[src/logic/ectr_map.svh]
// Register map, field positions, reset values and mode codes of the event capture timer
// Operation
// - Edge select meaning depends on mode; periodic and PWM modes ignore events.
// - Timeout mode: selected edge starts, opposite stops; single-shot: selected edge starts.
// - Capture-on-event mode: selected edge captures counter and sets flag.
// - Frequency mode: selected edge captures, clears and restarts counter, sets flag.
// - Pulse-width mode: selected edge clears and restarts, opposite edge captures and flags.
// - Combined mode: first edge restarts, opposite captures, second stops and flags.
// - Events act only while the event input enable bit is one.
// - Bit zero of the interrupt enable register enables the capture interrupt.
// - Flag clears on write of one or capture read in capture modes.
// - Periodic, timeout and single-shot modes set flag when counter reaches top.
// - Capture-on-event mode sets flag on capture; capture read clears it.
// - Frequency mode sets flag on capture and restart; capture read clears it.
// - Pulse-width mode sets flag on capture edge; capture read clears it.
// - Combined mode sets flag on second edge when counter stops.
// - PWM mode sets flag when counter reaches compare high byte.
// - Read-only run bit shows one while counting, zero when stopped.
// - Without debug run bit, unit halts and ignores events during debug halt.
// - One shared read-write eight-bit staging latch serves all sixteen-bit registers.
// - Counter is a byte pair: low byte at offset, high byte at offset plus one.
// - A bus write to the counter wins over an internal counter update.
// - Count mode codes zero to seven select the eight modes.
// - Interrupt request stays high while enabled and flag set.
// - Periodic, timeout and single-shot modes use capture/compare value as top.
`ifndef ECTR_MAP_SVH
`define ECTR_MAP_SVH

// Register indexes; the byte address is four times the index
`define ECTR_IDX_CONTROL       6'h00
`define ECTR_IDX_MODE          6'h01
`define ECTR_IDX_EVENT_CTRL    6'h04
`define ECTR_IDX_IRQ_ENABLE    6'h05
`define ECTR_IDX_IRQ_FLAG      6'h06
`define ECTR_IDX_RUN_STATE     6'h07
`define ECTR_IDX_DEBUG_CTRL    6'h08
`define ECTR_IDX_STAGING       6'h09
`define ECTR_IDX_COUNT_LO      6'h0A
`define ECTR_IDX_COUNT_HI      6'h0B
`define ECTR_IDX_CMP_LO        6'h0C
`define ECTR_IDX_CMP_HI        6'h0D

// Field positions
`define ECTR_BIT_ENABLE        0
`define ECTR_BIT_CAPTURE_EVENT_INPUT_ENABLE        0
`define ECTR_BIT_EDGE          4
`define ECTR_BIT_CAPTURE_INTERRUPT_BIT          0
`define ECTR_BIT_RUN           0
`define ECTR_BIT_RUN_DURING_DEBUG_HALT        0
`define ECTR_MODE_MSB          2

// Reset values
`define ECTR_RST_BYTE          8'h00
`define ECTR_RST_WORD          16'h0000

`endif

[src/logic/ectr_pkg.sv]
// Types shared by the event capture timer
package ectr_pkg;

	typedef enum logic [2:0] {
		ECTR_PERIODIC  = 3'b000,
		ECTR_TIMEOUT   = 3'b001,
		ECTR_CAPTURE_INTERRUPT_BIT_EVT  = 3'b010,
		ECTR_FREQ      = 3'b011,
		ECTR_PULSE     = 3'b100,
		ECTR_FREQ_PW   = 3'b101,
		ECTR_SINGLE    = 3'b110,
		ECTR_PWM8      = 3'b111
	} ectr_mode_e;

	typedef enum logic [1:0] {
		ECTR_FP_FIRST  = 2'b00,
		ECTR_FP_CAPTURE_INTERRUPT_BIT   = 2'b01,
		ECTR_FP_SECOND = 2'b10
	} ectr_fp_e;

endpackage

[src/logic/ectr_top.sv]
// Event capture timer: event reactions, capture flag, run state, staging latch and counter over APB
`timescale 1ns/100ps
`include "ectr_map.svh"
`default_nettype none

module ectr_top #(
	parameter int CNT_W  = 16,
	parameter int ADDR_W = 8
) (
	input  wire logic              pclk,
	input  wire logic              presetn,
	input  wire logic              clk_en,
	input  wire logic              psel,
	input  wire logic              penable,
	input  wire logic              pwrite,
	input  wire logic [ADDR_W-1:0] paddr,
	input  wire logic [31:0]       pwdata,
	output logic      [31:0]       prdata,
	output logic                   pready,
	output logic                   pslverr,
	input  wire logic              event_in,
	input  wire logic              debug_halt,
	output logic                   irq,
	output logic      [2:0]        count_mode_select,
	output logic      [CNT_W-1:0]  capture_compare_value
);

	// ****************************************************************
	// Elaboration check
	// ****************************************************************
	if (CNT_W != 16) begin : g_bad_width
		$error("ectr_top serves a 16-bit counter only");
	end
	// The byte index comes from paddr[7:2], so eight address bits are the least
	if (ADDR_W < 8) begin : g_bad_addr
		$error("ectr_top needs at least 8 address bits");
	end

	// ****************************************************************
	// Registers and decode
	// ****************************************************************
	logic                    enable_reg;
	ectr_pkg::ectr_mode_e    mode_reg;
	logic                    capture_event_input_enable_reg;
	logic                    edge_reg;
	logic                    irq_en_reg;
	logic                    flag_reg;
	logic                    run_reg;
	logic                    run_during_debug_halt_reg;
	logic [7:0]              staging_reg;
	logic [CNT_W-1:0]        count_reg;
	logic [CNT_W-1:0]        cmp_reg;
	logic                    event_prev_reg;
	ectr_pkg::ectr_fp_e      fp_state_reg;
	logic [7:0]              rd_high_reg;

	logic [5:0]              idx;
	logic                    setup;
	logic                    access;
	logic                    wr;
	logic                    rd;
	logic                    mapped;
	logic                    upper_zero;

	function automatic logic idx_mapped(input logic [5:0] i);
		unique case (i)
			`ECTR_IDX_CONTROL, `ECTR_IDX_MODE, `ECTR_IDX_EVENT_CTRL, `ECTR_IDX_IRQ_ENABLE,
			`ECTR_IDX_IRQ_FLAG, `ECTR_IDX_RUN_STATE, `ECTR_IDX_DEBUG_CTRL, `ECTR_IDX_STAGING,
			`ECTR_IDX_COUNT_LO, `ECTR_IDX_COUNT_HI, `ECTR_IDX_CMP_LO, `ECTR_IDX_CMP_HI:
				idx_mapped = 1'b1;
			default:
				idx_mapped = 1'b0;
		endcase
	endfunction

	function automatic logic wr_at(input logic [5:0] i);
		wr_at = wr && mapped && (idx == i);
	endfunction

	assign idx     = paddr[7:2];
	// Address bits above the decoded byte must be zero, or the access is refused
	assign upper_zero = (paddr >> 8) == '0;
	assign mapped  = idx_mapped(idx) && (paddr[1:0] == 2'b00) && upper_zero;
	assign setup   = psel && !penable && clk_en;
	assign access  = psel && penable && clk_en;
	assign wr      = access && pwrite;
	assign rd      = access && !pwrite && mapped;
	assign pready  = 1'b1;
	assign pslverr = psel && penable && !mapped;

	// ****************************************************************
	// Event qualification
	// ****************************************************************
	logic halted;
	logic ev_rise;
	logic ev_fall;
	logic ev_sel;
	logic ev_opp;
	logic capture_interrupt_bit_mode;

	assign halted    = debug_halt && !run_during_debug_halt_reg;
	assign ev_rise   = event_in && !event_prev_reg && capture_event_input_enable_reg && enable_reg && !halted;
	assign ev_fall   = !event_in && event_prev_reg && capture_event_input_enable_reg && enable_reg && !halted;
	assign ev_sel    = edge_reg ? ev_fall : ev_rise;
	assign ev_opp    = edge_reg ? ev_rise : ev_fall;
	assign capture_interrupt_bit_mode = (mode_reg == ectr_pkg::ECTR_CAPTURE_INTERRUPT_BIT_EVT) || (mode_reg == ectr_pkg::ECTR_FREQ) ||
	                   (mode_reg == ectr_pkg::ECTR_PULSE) || (mode_reg == ectr_pkg::ECTR_FREQ_PW);

	// ****************************************************************
	// Per-mode reactions
	// ****************************************************************
	logic do_start;
	logic do_stop;
	logic do_restart;
	logic do_capture;
	logic evt_flag;
	logic at_top;
	logic top_flag;
	logic pwm_wrap;
	logic counting;
	ectr_pkg::ectr_fp_e fp_next;

	// Capture modes never wrap on the compare value, since it then holds a captured count
	assign counting = run_reg && enable_reg && !halted;
	assign at_top   = counting && (count_reg == cmp_reg);
	// In PWM the low compare byte is the period and the high byte the flag point
	assign pwm_wrap = counting && (count_reg[7:0] == cmp_reg[7:0]);

	always_comb begin
		do_start   = 1'b0;
		do_stop    = 1'b0;
		do_restart = 1'b0;
		do_capture = 1'b0;
		evt_flag   = 1'b0;
		top_flag   = 1'b0;
		fp_next    = fp_state_reg;
		unique case (mode_reg)
			ectr_pkg::ECTR_PERIODIC: begin
				top_flag = at_top;
			end
			ectr_pkg::ECTR_TIMEOUT: begin
				do_start = ev_sel;
				do_stop  = ev_opp;
				top_flag = at_top;
			end
			ectr_pkg::ECTR_CAPTURE_INTERRUPT_BIT_EVT: begin
				do_capture = ev_sel;
				evt_flag   = ev_sel;
			end
			ectr_pkg::ECTR_FREQ: begin
				do_capture = ev_sel;
				do_restart = ev_sel;
				evt_flag   = ev_sel;
			end
			ectr_pkg::ECTR_PULSE: begin
				do_restart = ev_sel;
				do_capture = ev_opp;
				evt_flag   = ev_opp;
			end
			ectr_pkg::ECTR_FREQ_PW: begin
				unique case (fp_state_reg)
					ectr_pkg::ECTR_FP_FIRST: begin
						if (ev_sel) begin
							do_restart = 1'b1;
							fp_next    = ectr_pkg::ECTR_FP_CAPTURE_INTERRUPT_BIT;
						end
					end
					ectr_pkg::ECTR_FP_CAPTURE_INTERRUPT_BIT: begin
						if (ev_opp) begin
							do_capture = 1'b1;
							fp_next    = ectr_pkg::ECTR_FP_SECOND;
						end
					end
					ectr_pkg::ECTR_FP_SECOND: begin
						if (ev_sel) begin
							do_stop  = 1'b1;
							evt_flag = 1'b1;
							fp_next  = ectr_pkg::ECTR_FP_FIRST;
						end
					end
					default: fp_next = ectr_pkg::ECTR_FP_FIRST;
				endcase
			end
			ectr_pkg::ECTR_SINGLE: begin
				do_start = ev_sel && !run_reg;
				do_stop  = at_top;
				top_flag = at_top;
			end
			ectr_pkg::ECTR_PWM8: begin
				top_flag = counting && (count_reg[7:0] == cmp_reg[15:8]);
			end
		endcase
	end

	// ****************************************************************
	// Run state
	// ****************************************************************
	// Timeout, single-shot and combined modes follow start and stop; all other modes run whenever the unit is enabled
	always_ff @(posedge pclk or negedge presetn) begin
		if (!presetn) begin
			run_reg <= 1'b0;
		end else if (clk_en) begin
			if (!enable_reg) begin
				run_reg <= 1'b0;
			end else if (mode_reg == ectr_pkg::ECTR_TIMEOUT || mode_reg == ectr_pkg::ECTR_SINGLE ||
			             mode_reg == ectr_pkg::ECTR_FREQ_PW) begin
				if (do_start || do_restart) begin
					run_reg <= 1'b1;
				end else if (do_stop) begin
					run_reg <= 1'b0;
				end
			end else begin
				run_reg <= 1'b1;
			end
		end
	end

	always_ff @(posedge pclk or negedge presetn) begin
		if (!presetn) begin
			fp_state_reg <= ectr_pkg::ECTR_FP_FIRST;
		end else if (clk_en) begin
			if (mode_reg != ectr_pkg::ECTR_FREQ_PW || !enable_reg) begin
				fp_state_reg <= ectr_pkg::ECTR_FP_FIRST;
			end else begin
				fp_state_reg <= fp_next;
			end
		end
	end

	// Resets to the idle low level of the event line so no false edge follows reset
	always_ff @(posedge pclk or negedge presetn) begin
		if (!presetn) begin
			event_prev_reg <= 1'b0;
		end else if (clk_en) begin
			event_prev_reg <= event_in;
		end
	end

	// ****************************************************************
	// Counter
	// ****************************************************************
	// A bus write outranks restart and wrap, so software reads back what it wrote
	always_ff @(posedge pclk or negedge presetn) begin
		if (!presetn) begin
			count_reg <= `ECTR_RST_WORD;
		end else if (clk_en) begin
			if (wr_at(`ECTR_IDX_COUNT_LO)) begin
				count_reg <= {staging_reg, pwdata[7:0]};
			end else if (do_restart) begin
				count_reg <= `ECTR_RST_WORD;
			end else if (mode_reg == ectr_pkg::ECTR_PWM8 && pwm_wrap) begin
				count_reg <= `ECTR_RST_WORD;
			end else if (at_top && mode_reg != ectr_pkg::ECTR_PWM8 && !capture_interrupt_bit_mode) begin
				count_reg <= `ECTR_RST_WORD;
			end else if (counting) begin
				count_reg <= count_reg + 16'h0001;
			end
		end
	end

	always_ff @(posedge pclk or negedge presetn) begin
		if (!presetn) begin
			cmp_reg <= `ECTR_RST_WORD;
		end else if (clk_en) begin
			if (wr_at(`ECTR_IDX_CMP_LO)) begin
				cmp_reg <= {staging_reg, pwdata[7:0]};
			end else if (do_capture) begin
				cmp_reg <= count_reg;
			end
		end
	end

	// ****************************************************************
	// Control registers
	// ****************************************************************
	always_ff @(posedge pclk or negedge presetn) begin
		if (!presetn) begin
			enable_reg <= 1'b0;
			mode_reg   <= ectr_pkg::ECTR_PERIODIC;
			capture_event_input_enable_reg <= 1'b0;
			edge_reg   <= 1'b0;
			irq_en_reg <= 1'b0;
			run_during_debug_halt_reg <= 1'b0;
		end else if (clk_en) begin
			if (wr_at(`ECTR_IDX_CONTROL)) begin
				enable_reg <= pwdata[`ECTR_BIT_ENABLE];
			end
			if (wr_at(`ECTR_IDX_MODE)) begin
				mode_reg <= ectr_pkg::ectr_mode_e'(pwdata[`ECTR_MODE_MSB:0]);
			end
			if (wr_at(`ECTR_IDX_EVENT_CTRL)) begin
				capture_event_input_enable_reg <= pwdata[`ECTR_BIT_CAPTURE_EVENT_INPUT_ENABLE];
				edge_reg   <= pwdata[`ECTR_BIT_EDGE];
			end
			if (wr_at(`ECTR_IDX_IRQ_ENABLE)) begin
				irq_en_reg <= pwdata[`ECTR_BIT_CAPTURE_INTERRUPT_BIT];
			end
			if (wr_at(`ECTR_IDX_DEBUG_CTRL)) begin
				run_during_debug_halt_reg <= pwdata[`ECTR_BIT_RUN_DURING_DEBUG_HALT];
			end
		end
	end

	// Setting wins over a clear in the same cycle so no event is lost
	always_ff @(posedge pclk or negedge presetn) begin
		if (!presetn) begin
			flag_reg <= 1'b0;
		end else if (clk_en) begin
			if (evt_flag || top_flag) begin
				flag_reg <= 1'b1;
			end else if ((wr_at(`ECTR_IDX_IRQ_FLAG) && pwdata[`ECTR_BIT_CAPTURE_INTERRUPT_BIT]) ||
			             (rd && idx == `ECTR_IDX_CMP_LO && capture_interrupt_bit_mode)) begin
				flag_reg <= 1'b0;
			end
		end
	end

	// ****************************************************************
	// Staging latch and read path
	// ****************************************************************
	// One latch serves both pairs: interleaved accesses to the two pairs corrupt each other
	always_ff @(posedge pclk or negedge presetn) begin
		if (!presetn) begin
			staging_reg <= `ECTR_RST_BYTE;
		end else if (clk_en) begin
			if (wr && mapped && (idx == `ECTR_IDX_STAGING || idx == `ECTR_IDX_COUNT_HI ||
			                     idx == `ECTR_IDX_CMP_HI)) begin
				staging_reg <= pwdata[7:0];
			end else if (rd && (idx == `ECTR_IDX_COUNT_LO || idx == `ECTR_IDX_CMP_LO)) begin
				staging_reg <= rd_high_reg;
			end
		end
	end

	// Read data is sampled in the setup cycle; the high byte rides along for the latch copy
	always_ff @(posedge pclk or negedge presetn) begin
		if (!presetn) begin
			prdata      <= 32'h0000_0000;
			rd_high_reg <= `ECTR_RST_BYTE;
		end else if (setup && !pwrite) begin
			prdata      <= 32'h0000_0000;
			rd_high_reg <= (idx == `ECTR_IDX_CMP_LO) ? cmp_reg[15:8] : count_reg[15:8];
			unique case (idx)
				`ECTR_IDX_CONTROL:    prdata[`ECTR_BIT_ENABLE]  <= enable_reg;
				`ECTR_IDX_MODE:       prdata[`ECTR_MODE_MSB:0]  <= mode_reg;
				`ECTR_IDX_EVENT_CTRL: begin
					prdata[`ECTR_BIT_CAPTURE_EVENT_INPUT_ENABLE] <= capture_event_input_enable_reg;
					prdata[`ECTR_BIT_EDGE]   <= edge_reg;
				end
				`ECTR_IDX_IRQ_ENABLE: prdata[`ECTR_BIT_CAPTURE_INTERRUPT_BIT]    <= irq_en_reg;
				`ECTR_IDX_IRQ_FLAG:   prdata[`ECTR_BIT_CAPTURE_INTERRUPT_BIT]    <= flag_reg;
				`ECTR_IDX_RUN_STATE:  prdata[`ECTR_BIT_RUN]     <= run_reg;
				`ECTR_IDX_DEBUG_CTRL: prdata[`ECTR_BIT_RUN_DURING_DEBUG_HALT]  <= run_during_debug_halt_reg;
				`ECTR_IDX_STAGING:    prdata[7:0]               <= staging_reg;
				`ECTR_IDX_COUNT_LO:   prdata[7:0]               <= count_reg[7:0];
				`ECTR_IDX_COUNT_HI:   prdata[7:0]               <= staging_reg;
				`ECTR_IDX_CMP_LO:     prdata[7:0]               <= cmp_reg[7:0];
				`ECTR_IDX_CMP_HI:     prdata[7:0]               <= staging_reg;
				default:              prdata                    <= 32'h0000_0000;
			endcase
			// Refused reads return zero even where the index alone would decode
			if (!mapped) begin
				prdata <= 32'h0000_0000;
			end
		end
	end

	assign irq                   = irq_en_reg && flag_reg;
	assign count_mode_select     = mode_reg;
	assign capture_compare_value = cmp_reg;

endmodule

`default_nettype wire

[config.mk]
export PLATFORM = sky130hd
export DESIGN_NAME = ectr_top
export DESIGN_NICKNAME = d
export VERILOG_FILES = /design/src/logic/ectr_pkg.sv /design/src/logic/ectr_top.sv
export VERILOG_INCLUDE_DIRS = /design/src /design/src/logic
export SDC_FILE = /design/constraint.sdc
export NUM_CORES = 1
export LEC_CHECK = 0
export BUFFER_PORTS_ARGS = -buffer_cell sky130_fd_sc_hd__buf_2
export CORE_AREA = 2 2 95 97
export CTS_CLUSTER_DIAMETER = 50
export CTS_CLUSTER_SIZE = 12
export DETAILED_ROUTE_END_ITERATION = 6
export DIE_AREA = 0 0 97 99
export GPL_ROUTABILITY_DRIVEN = 1
export GPL_TIMING_DRIVEN = 0
export PLACE_DENSITY = 0.79
export SLEW_MARGIN = 10
export SYNTH_ARGS = -nofsm -noshare
export SYNTH_HDL_FRONTEND = slang
export SYNTH_SLANG_ARGS = --single-unit
[constraint.sdc]
create_clock -name pclk -period 2.3 [get_ports pclk]
set_clock_uncertainty 0.2 [all_clocks]
set_input_delay 0.46 -clock pclk [delete_from_list [all_inputs] [get_ports pclk]]
set_output_delay 0.46 -clock pclk [all_outputs]
set_load 0.01 [all_outputs]
==> results.md, run 1 <==
* CP endpoint kind: register
* Critical path's largest stage delay at 0.52 ns
* Largest area contributor in the netlist: dfrtp_1
* Drt pass-1 iters at 5
* Filler Cell Count at 696
* DIE AREA at 9600 µm²
* CTS buffer count at 9
* Most common cell on crit path: nand2_2
* PortBufs at 48
* Leakage at 0.00264 µW
* R2R Path Start: count_reg[1]
* DRC errors left at 0
* Slowest CP cell: or4_4
* WHS Path Cells at 2
* Slew at the pin closest to its max-slew limit at 0.631 ns
* Synthesized-area fraction occupied by adder cells at 0.270%
* Top FF cell, synth: dfrtp_1
* Final ANT Viol Nets at 0
* Post-synth ARST share at 100%
* Max-cap violations at 0
* Largest net degree at the start of global routing at 38
* Status: finished with violations
* HPWL after detailed placement at approximately 11 mm
* Power density over cell area at 432 nW/µm²
* CP cell instances: buf_2 > or4_4 > buf_6 > a211oi_4 > nand2_2 > nand2_2 > buf_4 > nor2_1 > a21oi_1
* Synth Area in Simple Gates at 18.4%
* Startpoint types: input pin
* Overflow after GRT at 0
* Worst reg2reg setup slack at about 0.040 ns
* Unrepaired setup endpoints after global routing: yes
* Max_slew headroom at 58.0%
* Root Driver: clkbuf_8
* Period minus WS final at 2.31 ns
* Hold Startpoint: event_in
* ANT cells at 0
* Fmax at between 0.4 and 0.5 GHz
* Worst r2r dst: count_reg[7]
* Arr. time, crit path at 2.41 ns
* Core region area at between 8000 and 9000 µm²
* WS Path Type: in -> reg
* Commonest non-fill, non-tap cell in the layout: nand2_1
* Final nets at roughly 670
* Hold Vio Cnt, Final at 0
* Routability Congestion at 0.961
* Antenna violations before repair at 0
* Number of enable flip-flop cells after synthesis at 0
* WL/cell at roughly 20 µm
* Flops & latches, synth at 69
* Worst hold slack at 0.198 ns
* Worst Setup Slack, final at -0.00877 ns
* GRT Util Overall at 30.9%
* Leading post-synthesis cells by cell area: dfrtp_1 37%, mux2i_1 6.9%, nand2_1 5.1%
* Slew Viols, Final at 0
* Gate Count Post-Synth at 526
* Die W at 97 µm
* Failing checks: setup timing
* Final wirelength at approximately 15 mm
* Crit share post-route at 100%
* Cell Rows at 34
* Initial DRC count at approximately 420
* Most frequent cells in the layout: 63 x nand2_1, 62 x dfrtp_1, 51 x buf_4
* Syn Area/Cell at approximately 9 µm²
* Synth-to-layout area growth at 22.9%
* Top cell type's share of synthesized area at 37.2%
* Critical Path RT at 2.40 ns
* CTS tree: built
* Netlist cell types at 62
* Final setup vio count at 3
* Vias per std cell at approximately 6.3
* Largest family of logic cells by synthesized area: compound AO/OA/AOI/OAI gates
* First-pass GRT wire length at 23.1 mm
* Hold Path Class: in -> reg
* Yosys warnings at 0
* Vias at around 4600
* Synth Area in Compound Gates at 19.5%
* Share of post-route cells with drive strength above 1 at between 20% and 30%
* Mux contribution to synthesized area at 9.81%
* IR Drop Worst-Case VDD at 0.310 mV
* CTS max path bufs at 2
* Worst Hold Path EP: event_prev_reg
* Initial Util at between 50% and 60%
* Worst-path clk slew at 0.08 ns
* Top-Level Pins at 102
* Die H at a little under 100 µm
* Post-Route Utilization at 66.7%
* Clk Latency, worst-skew pair at roughly 0.37 ns
* Vias in the first global route at 4220
* CTS H-Tree Depth at 3
* Worst r2r path cells at 7
* CTS Sinks at 69
* Synth Area in XOR/XNOR at 6.23%
* CP max FO at 10
* Synthesized area at around 4600 µm²
* Register area share after synthesis at roughly 37%
## timing repair
item	4_1_cts	5_1_grt
hold buffers	1	0
gates resized for setup	19	35
buffers inserted	7	14
endpoints found under the setup margin	37	48
pin swaps	6	6
endpoints found under the hold margin	36	0
## synthesized netlist by cell type (all sizes together), types with 15 or more instances
library cell	count
dfrtp	69
nand2	65
o21ai	43
buf	37
mux2i	32
nor2	29
clkbuf	28
a21oi	23
xor2	20
a31oi	15
## critical path: cells and delay by family
family,cells,cell delay (ns)
buffers and inverters,3,0.48
and+or+nand+nor,4,1.08
AOI/OAI and AO/OA,2,0.38
## routing by layer
| layer | routed length, µm | up-vias | track usage (%) |
|---|---|---|---|
| met2 | 6650 | 319 | 47.4 |
| met3 | 1630 | 50 | 7.80 |
| met1 | 6000 | 2172 | 42.3 |
| li1 | - | 2056 | - |
| met5 | 0 | - | 0 |
| met4 | 573 | 0 | 11.8 |
## stage by stage
stage                     setup WS [ns]  cell area, µm²  instances  total power, µW  TNS (ns)
after global routing            -0.0761            5700        733             2550    -0.193
after detailed placement         -0.621            5170        706             1440    -23.75
final                          -0.00877            5700        733             2460   -0.0212
after CTS                       0.00266            5490        723             2460         0
after global placement           -0.642            5150        705             1430    -22.46
after floorplan                  -0.107            4780        549             1360     -2.00
## power by group
group	internal, µW	leakage [µW]	switching [µW]
registers	1220	0.000950	10.3
logic	75.3	0.00159	131
clock network	504	0.0000996	527
total	1800	0.00264	669
## worst max path at each step
stage / endpoint / from / cells past startpoint / slack (ns)
after global placement: count_reg[11] / paddr[7] / 9 / -0.64
final: staging_reg[3] / paddr[7] / 9 / -0.009
after detailed placement: count_reg[11] / paddr[7] / 9 / -0.62
after global routing: staging_reg[3] / paddr[7] / 9 / -0.08
after floorplan: capture_compare_value[11] / paddr[7] / 8 / -0.11
after CTS: capture_compare_value[5] / paddr[3] / 10 / 0.003
## layout make-up
class | instances | area (µm²) | share of cell area, %
Sequential cell | 69 | 1740 | 30.4
Clock buffer | 9 | 124 | 2.17
Timing Repair Buffer | 71 | 443 | 7.76
Buffer | 54 | 372 | 6.51
Clock inverter | 7 | 73.8 | 1.29
Inverter | 5 | 18.8 | 0.329
Tap cell | 108 | 135 | 2.37
Multi-Input combinational cell | 410 | 2800 | 49.1
## logic make-up after synthesis
| group | count (synthesis) |
|---|---|
| and+or+nand+nor | 173 |
| AOI/OAI and AO/OA | 135 |
| buffers and inverters | 70 |
| DFF | 69 |
| muxes | 43 |
| xor gates and xnor gates | 33 |
| other | 2 |
| adders and majority gates | 1 |
Power figures use the tool's default switching activity.
==> run 2, diff against run 1 <==
==> constraint.sdc (replaced) <==
create_clock -name pclk -period 2.3 [get_ports pclk]
set_clock_uncertainty 0.2 [all_clocks]
set_input_delay 0.23 -clock pclk [delete_from_list [all_inputs] [get_ports pclk]]
set_output_delay 0.23 -clock pclk [all_outputs]
set_load 0.01 [all_outputs]
==> run 2 against run 1 <==
  * The run now ends clean
  * Register-to-register slack is essentially flat
  * Critical path type is now reg -> reg
  * Non-clock buffer count fell by 4
  * Die area stayed put
  * First-iteration DRC count increased by 45%
  * Via count is 1.0% lower
  * Count of clock-buffer cells in the layout stayed put
  * Global-route usage down 0.59 points
  * Total power grew 4.7%
  * Largest cell class unchanged
==> results.md, run 2 (same netlist as run 1, synthesis figures left out) <==
* Vias in the first global route at 4227 (was 4220)
* Worst Setup Slack, final at 0.0262 ns (was -0.00877 ns)
* Fin area at 5600 µm² (was 5700 µm²)
* HPWL after detailed placement at 10.3 mm (was 10.7 mm)
* Overflow after GRT at 0 (unchanged)
* Commonest non-fill, non-tap cell in the layout: nand2_1 (unchanged)
* Multi-input gate area at 2710 µm² (was 2800 µm²)
* Final ANT Viol Nets at 0 (unchanged)
* Cell Rows at 34 (unchanged)
* Register Area at 1740 µm² (about the same)
* Final wirelength at 14.6 mm (was 14.9 mm)
* First-pass GRT wire length at 22.7 mm (was 23.1 mm)
* Core region area at 8550 µm² (unchanged)
* GRT Util Overall at 30.3% (was 30.9%)
* WL/cell at 20.1 µm (was 20.3 µm)
* Startpoint types: register (was input pin)
* Synth-to-layout area growth at 20.5% (was 22.9%)
* Arr. time, crit path at 2.32 ns (was 2.41 ns)
* Initial DRC count at 610 (was 422)
* Hold Path Class: in -> reg (unchanged)
* Top-Level Pins at 102 (unchanged)
* Setup_tns at 0 ns (was -0.0212 ns)
* Finished Layout Cells at 729 (was 733)
* DRC errors left at 0 (unchanged)
* Largest net degree at the start of global routing at 58 (was 38)
* Drt pass-1 iters at 6 (was 5)
* Final setup vio count at 0 (was 3)
* Hold Vio Cnt, Final at 0 (unchanged)
* WS Path Type: reg -> reg (was in -> reg)
* CTS max path bufs at 2 (unchanged)
* Period minus WS final at 2.27 ns (was 2.31 ns)
* CTS buffer count at 9 (unchanged)
* Root Driver: clkbuf_8 (unchanged)
* PortBufs at 48 (unchanged)
* Vias per std cell at 6.24 (was 6.27)
* DIE AREA at 9600 µm² (unchanged)
* Post-place setup slack at -0.444 ns (was -0.621 ns)
* Filler Cell Count at 715 (was 696)
* Slew Viols, Final at 0 (unchanged)
* Max-cap violations at 0 (unchanged)
* Max_slew headroom at 49.2% (was 58.0%)
* ANT cells at 0 (unchanged)
* Final nets at 665 (was 669)
* Most frequent cells in the layout: 63 x nand2_1, 60 x dfrtp_1, 52 x buf_2 (was 63 x nand2_1, 62 x dfrtp_1, 51 x buf_4)
* Power density over cell area at 461 nW/µm² (was 432 nW/µm²)
* CP endpoint kind: register (unchanged)
* Clk Latency, worst-skew pair at 0.36 ns (was 0.37 ns)
* Die H at 99 µm (unchanged)
* Vias at 4551 (was 4597)
* CTS H-Tree Depth at 3 (unchanged)
* Die W at 97 µm (unchanged)
* Routability Congestion at 0.959 (was 0.961)
* CTS Sinks at 69 (unchanged)
* Status: completed (was finished with violations)
* Leakage at 0.00261 µW (was 0.00264 µW)
* CP max FO at 7 (was 10)
* Critical Path RT at 2.35 ns (was 2.40 ns)
* Crit share post-route at 98.9% (was 100%)
* Initial Util at 54.3% (unchanged)
* CTS tree: built (unchanged)
* Share of post-route cells with drive strength above 1 at 26.6% (was 29.1%)
* Worst reg2reg setup slack at 0.03 ns (was 0.04 ns)
* Slew at the pin closest to its max-slew limit at 0.756 ns (was 0.631 ns)
* DP Area at 5130 µm² (was 5170 µm²)
* Antenna violations before repair at 0 (unchanged)
* Placed Cells incl. Taps at 706 (unchanged)
* Worst-path clk slew at 0.08 ns (about the same)
* IR Drop Worst-Case VDD at 0.453 mV (was 0.310 mV)
* Fmax at 0.440 GHz (was 0.433 GHz)
run 2: final cells by class:
class	instances	area share (%)
plain buffers	54	6.26
clock buffers	9	2.21
clock inverters	7	1.74
inverters	5	0.335
multi-input cells	410	48.5
flip-flops and latches	69	31.1
well taps	108	2.42
repair buffers	67	7.47
run 2: path summary, 6_finish.rpt:
path	from	end	depth (start not counted)
max in group asynchronous	presetn	count_reg[4]	3
worst min register to register	prdata[0]	prdata[0]	1
min in group asynchronous	presetn	count_mode_select[2]	2
worst max-delay path	count_reg[6]	count_reg[7]	7
worst max register to register	count_reg[6]	count_reg[7]	7
worst min-delay path	pwdata[1]	count_mode_select[1]	2
run 2: critical path: stages, from the launching register on:
cell,delay [ns]
dfrtp_2,0.47
xor2_1,0.18
nor4_1,0.28
nand4_1,0.28
o21ai_2,0.29
buf_4,0.18
a31oi_1,0.05
o22a_1,0.22
run 2: metal layers:
| metal | share of wire [%] | global-route usage, % | wire length (µm) | vias up |
|---|---|---|---|---|
| li1 | - | - | - | 2045 |
| met1 | 40 | 40.4 | 5900 | 2171 |
| met2 | 45 | 46.8 | 6590 | 288 |
| met3 | 11 | 8.44 | 1640 | 47 |
| met4 | 3.5 | 12.5 | 510 | 0 |
| met5 | 0 | 0 | 0 | - |
run 2: report_power, final:
group	leakage (µW)	switching [µW]	internal (µW)
Combinational	0.00155	129	77.7
Sequential	0.000947	8.88	1220
Clock	0.000106	532	616
run 2: through the flow:
step | hold WS, ns | util, % | total power [µW]
final | 0.0143 | 65.4 | 2580
after global routing | 0.0167 | 65.4 | 2650
after CTS | 0.00245 | 63.9 | 2580
after detailed placement | -0.101 | 60.0 | 1440
after global placement | 0.255 | 59.7 | 1430
after floorplan | -0.266 | - | 1360
run 2: repair_timing:
action	CTS	global route
endpoints found under the hold margin	74	0
hold buffers	5	0
gates resized for setup	15	33
setup buffers	1	12
pin swaps	2	7
endpoints found under the setup margin	33	36
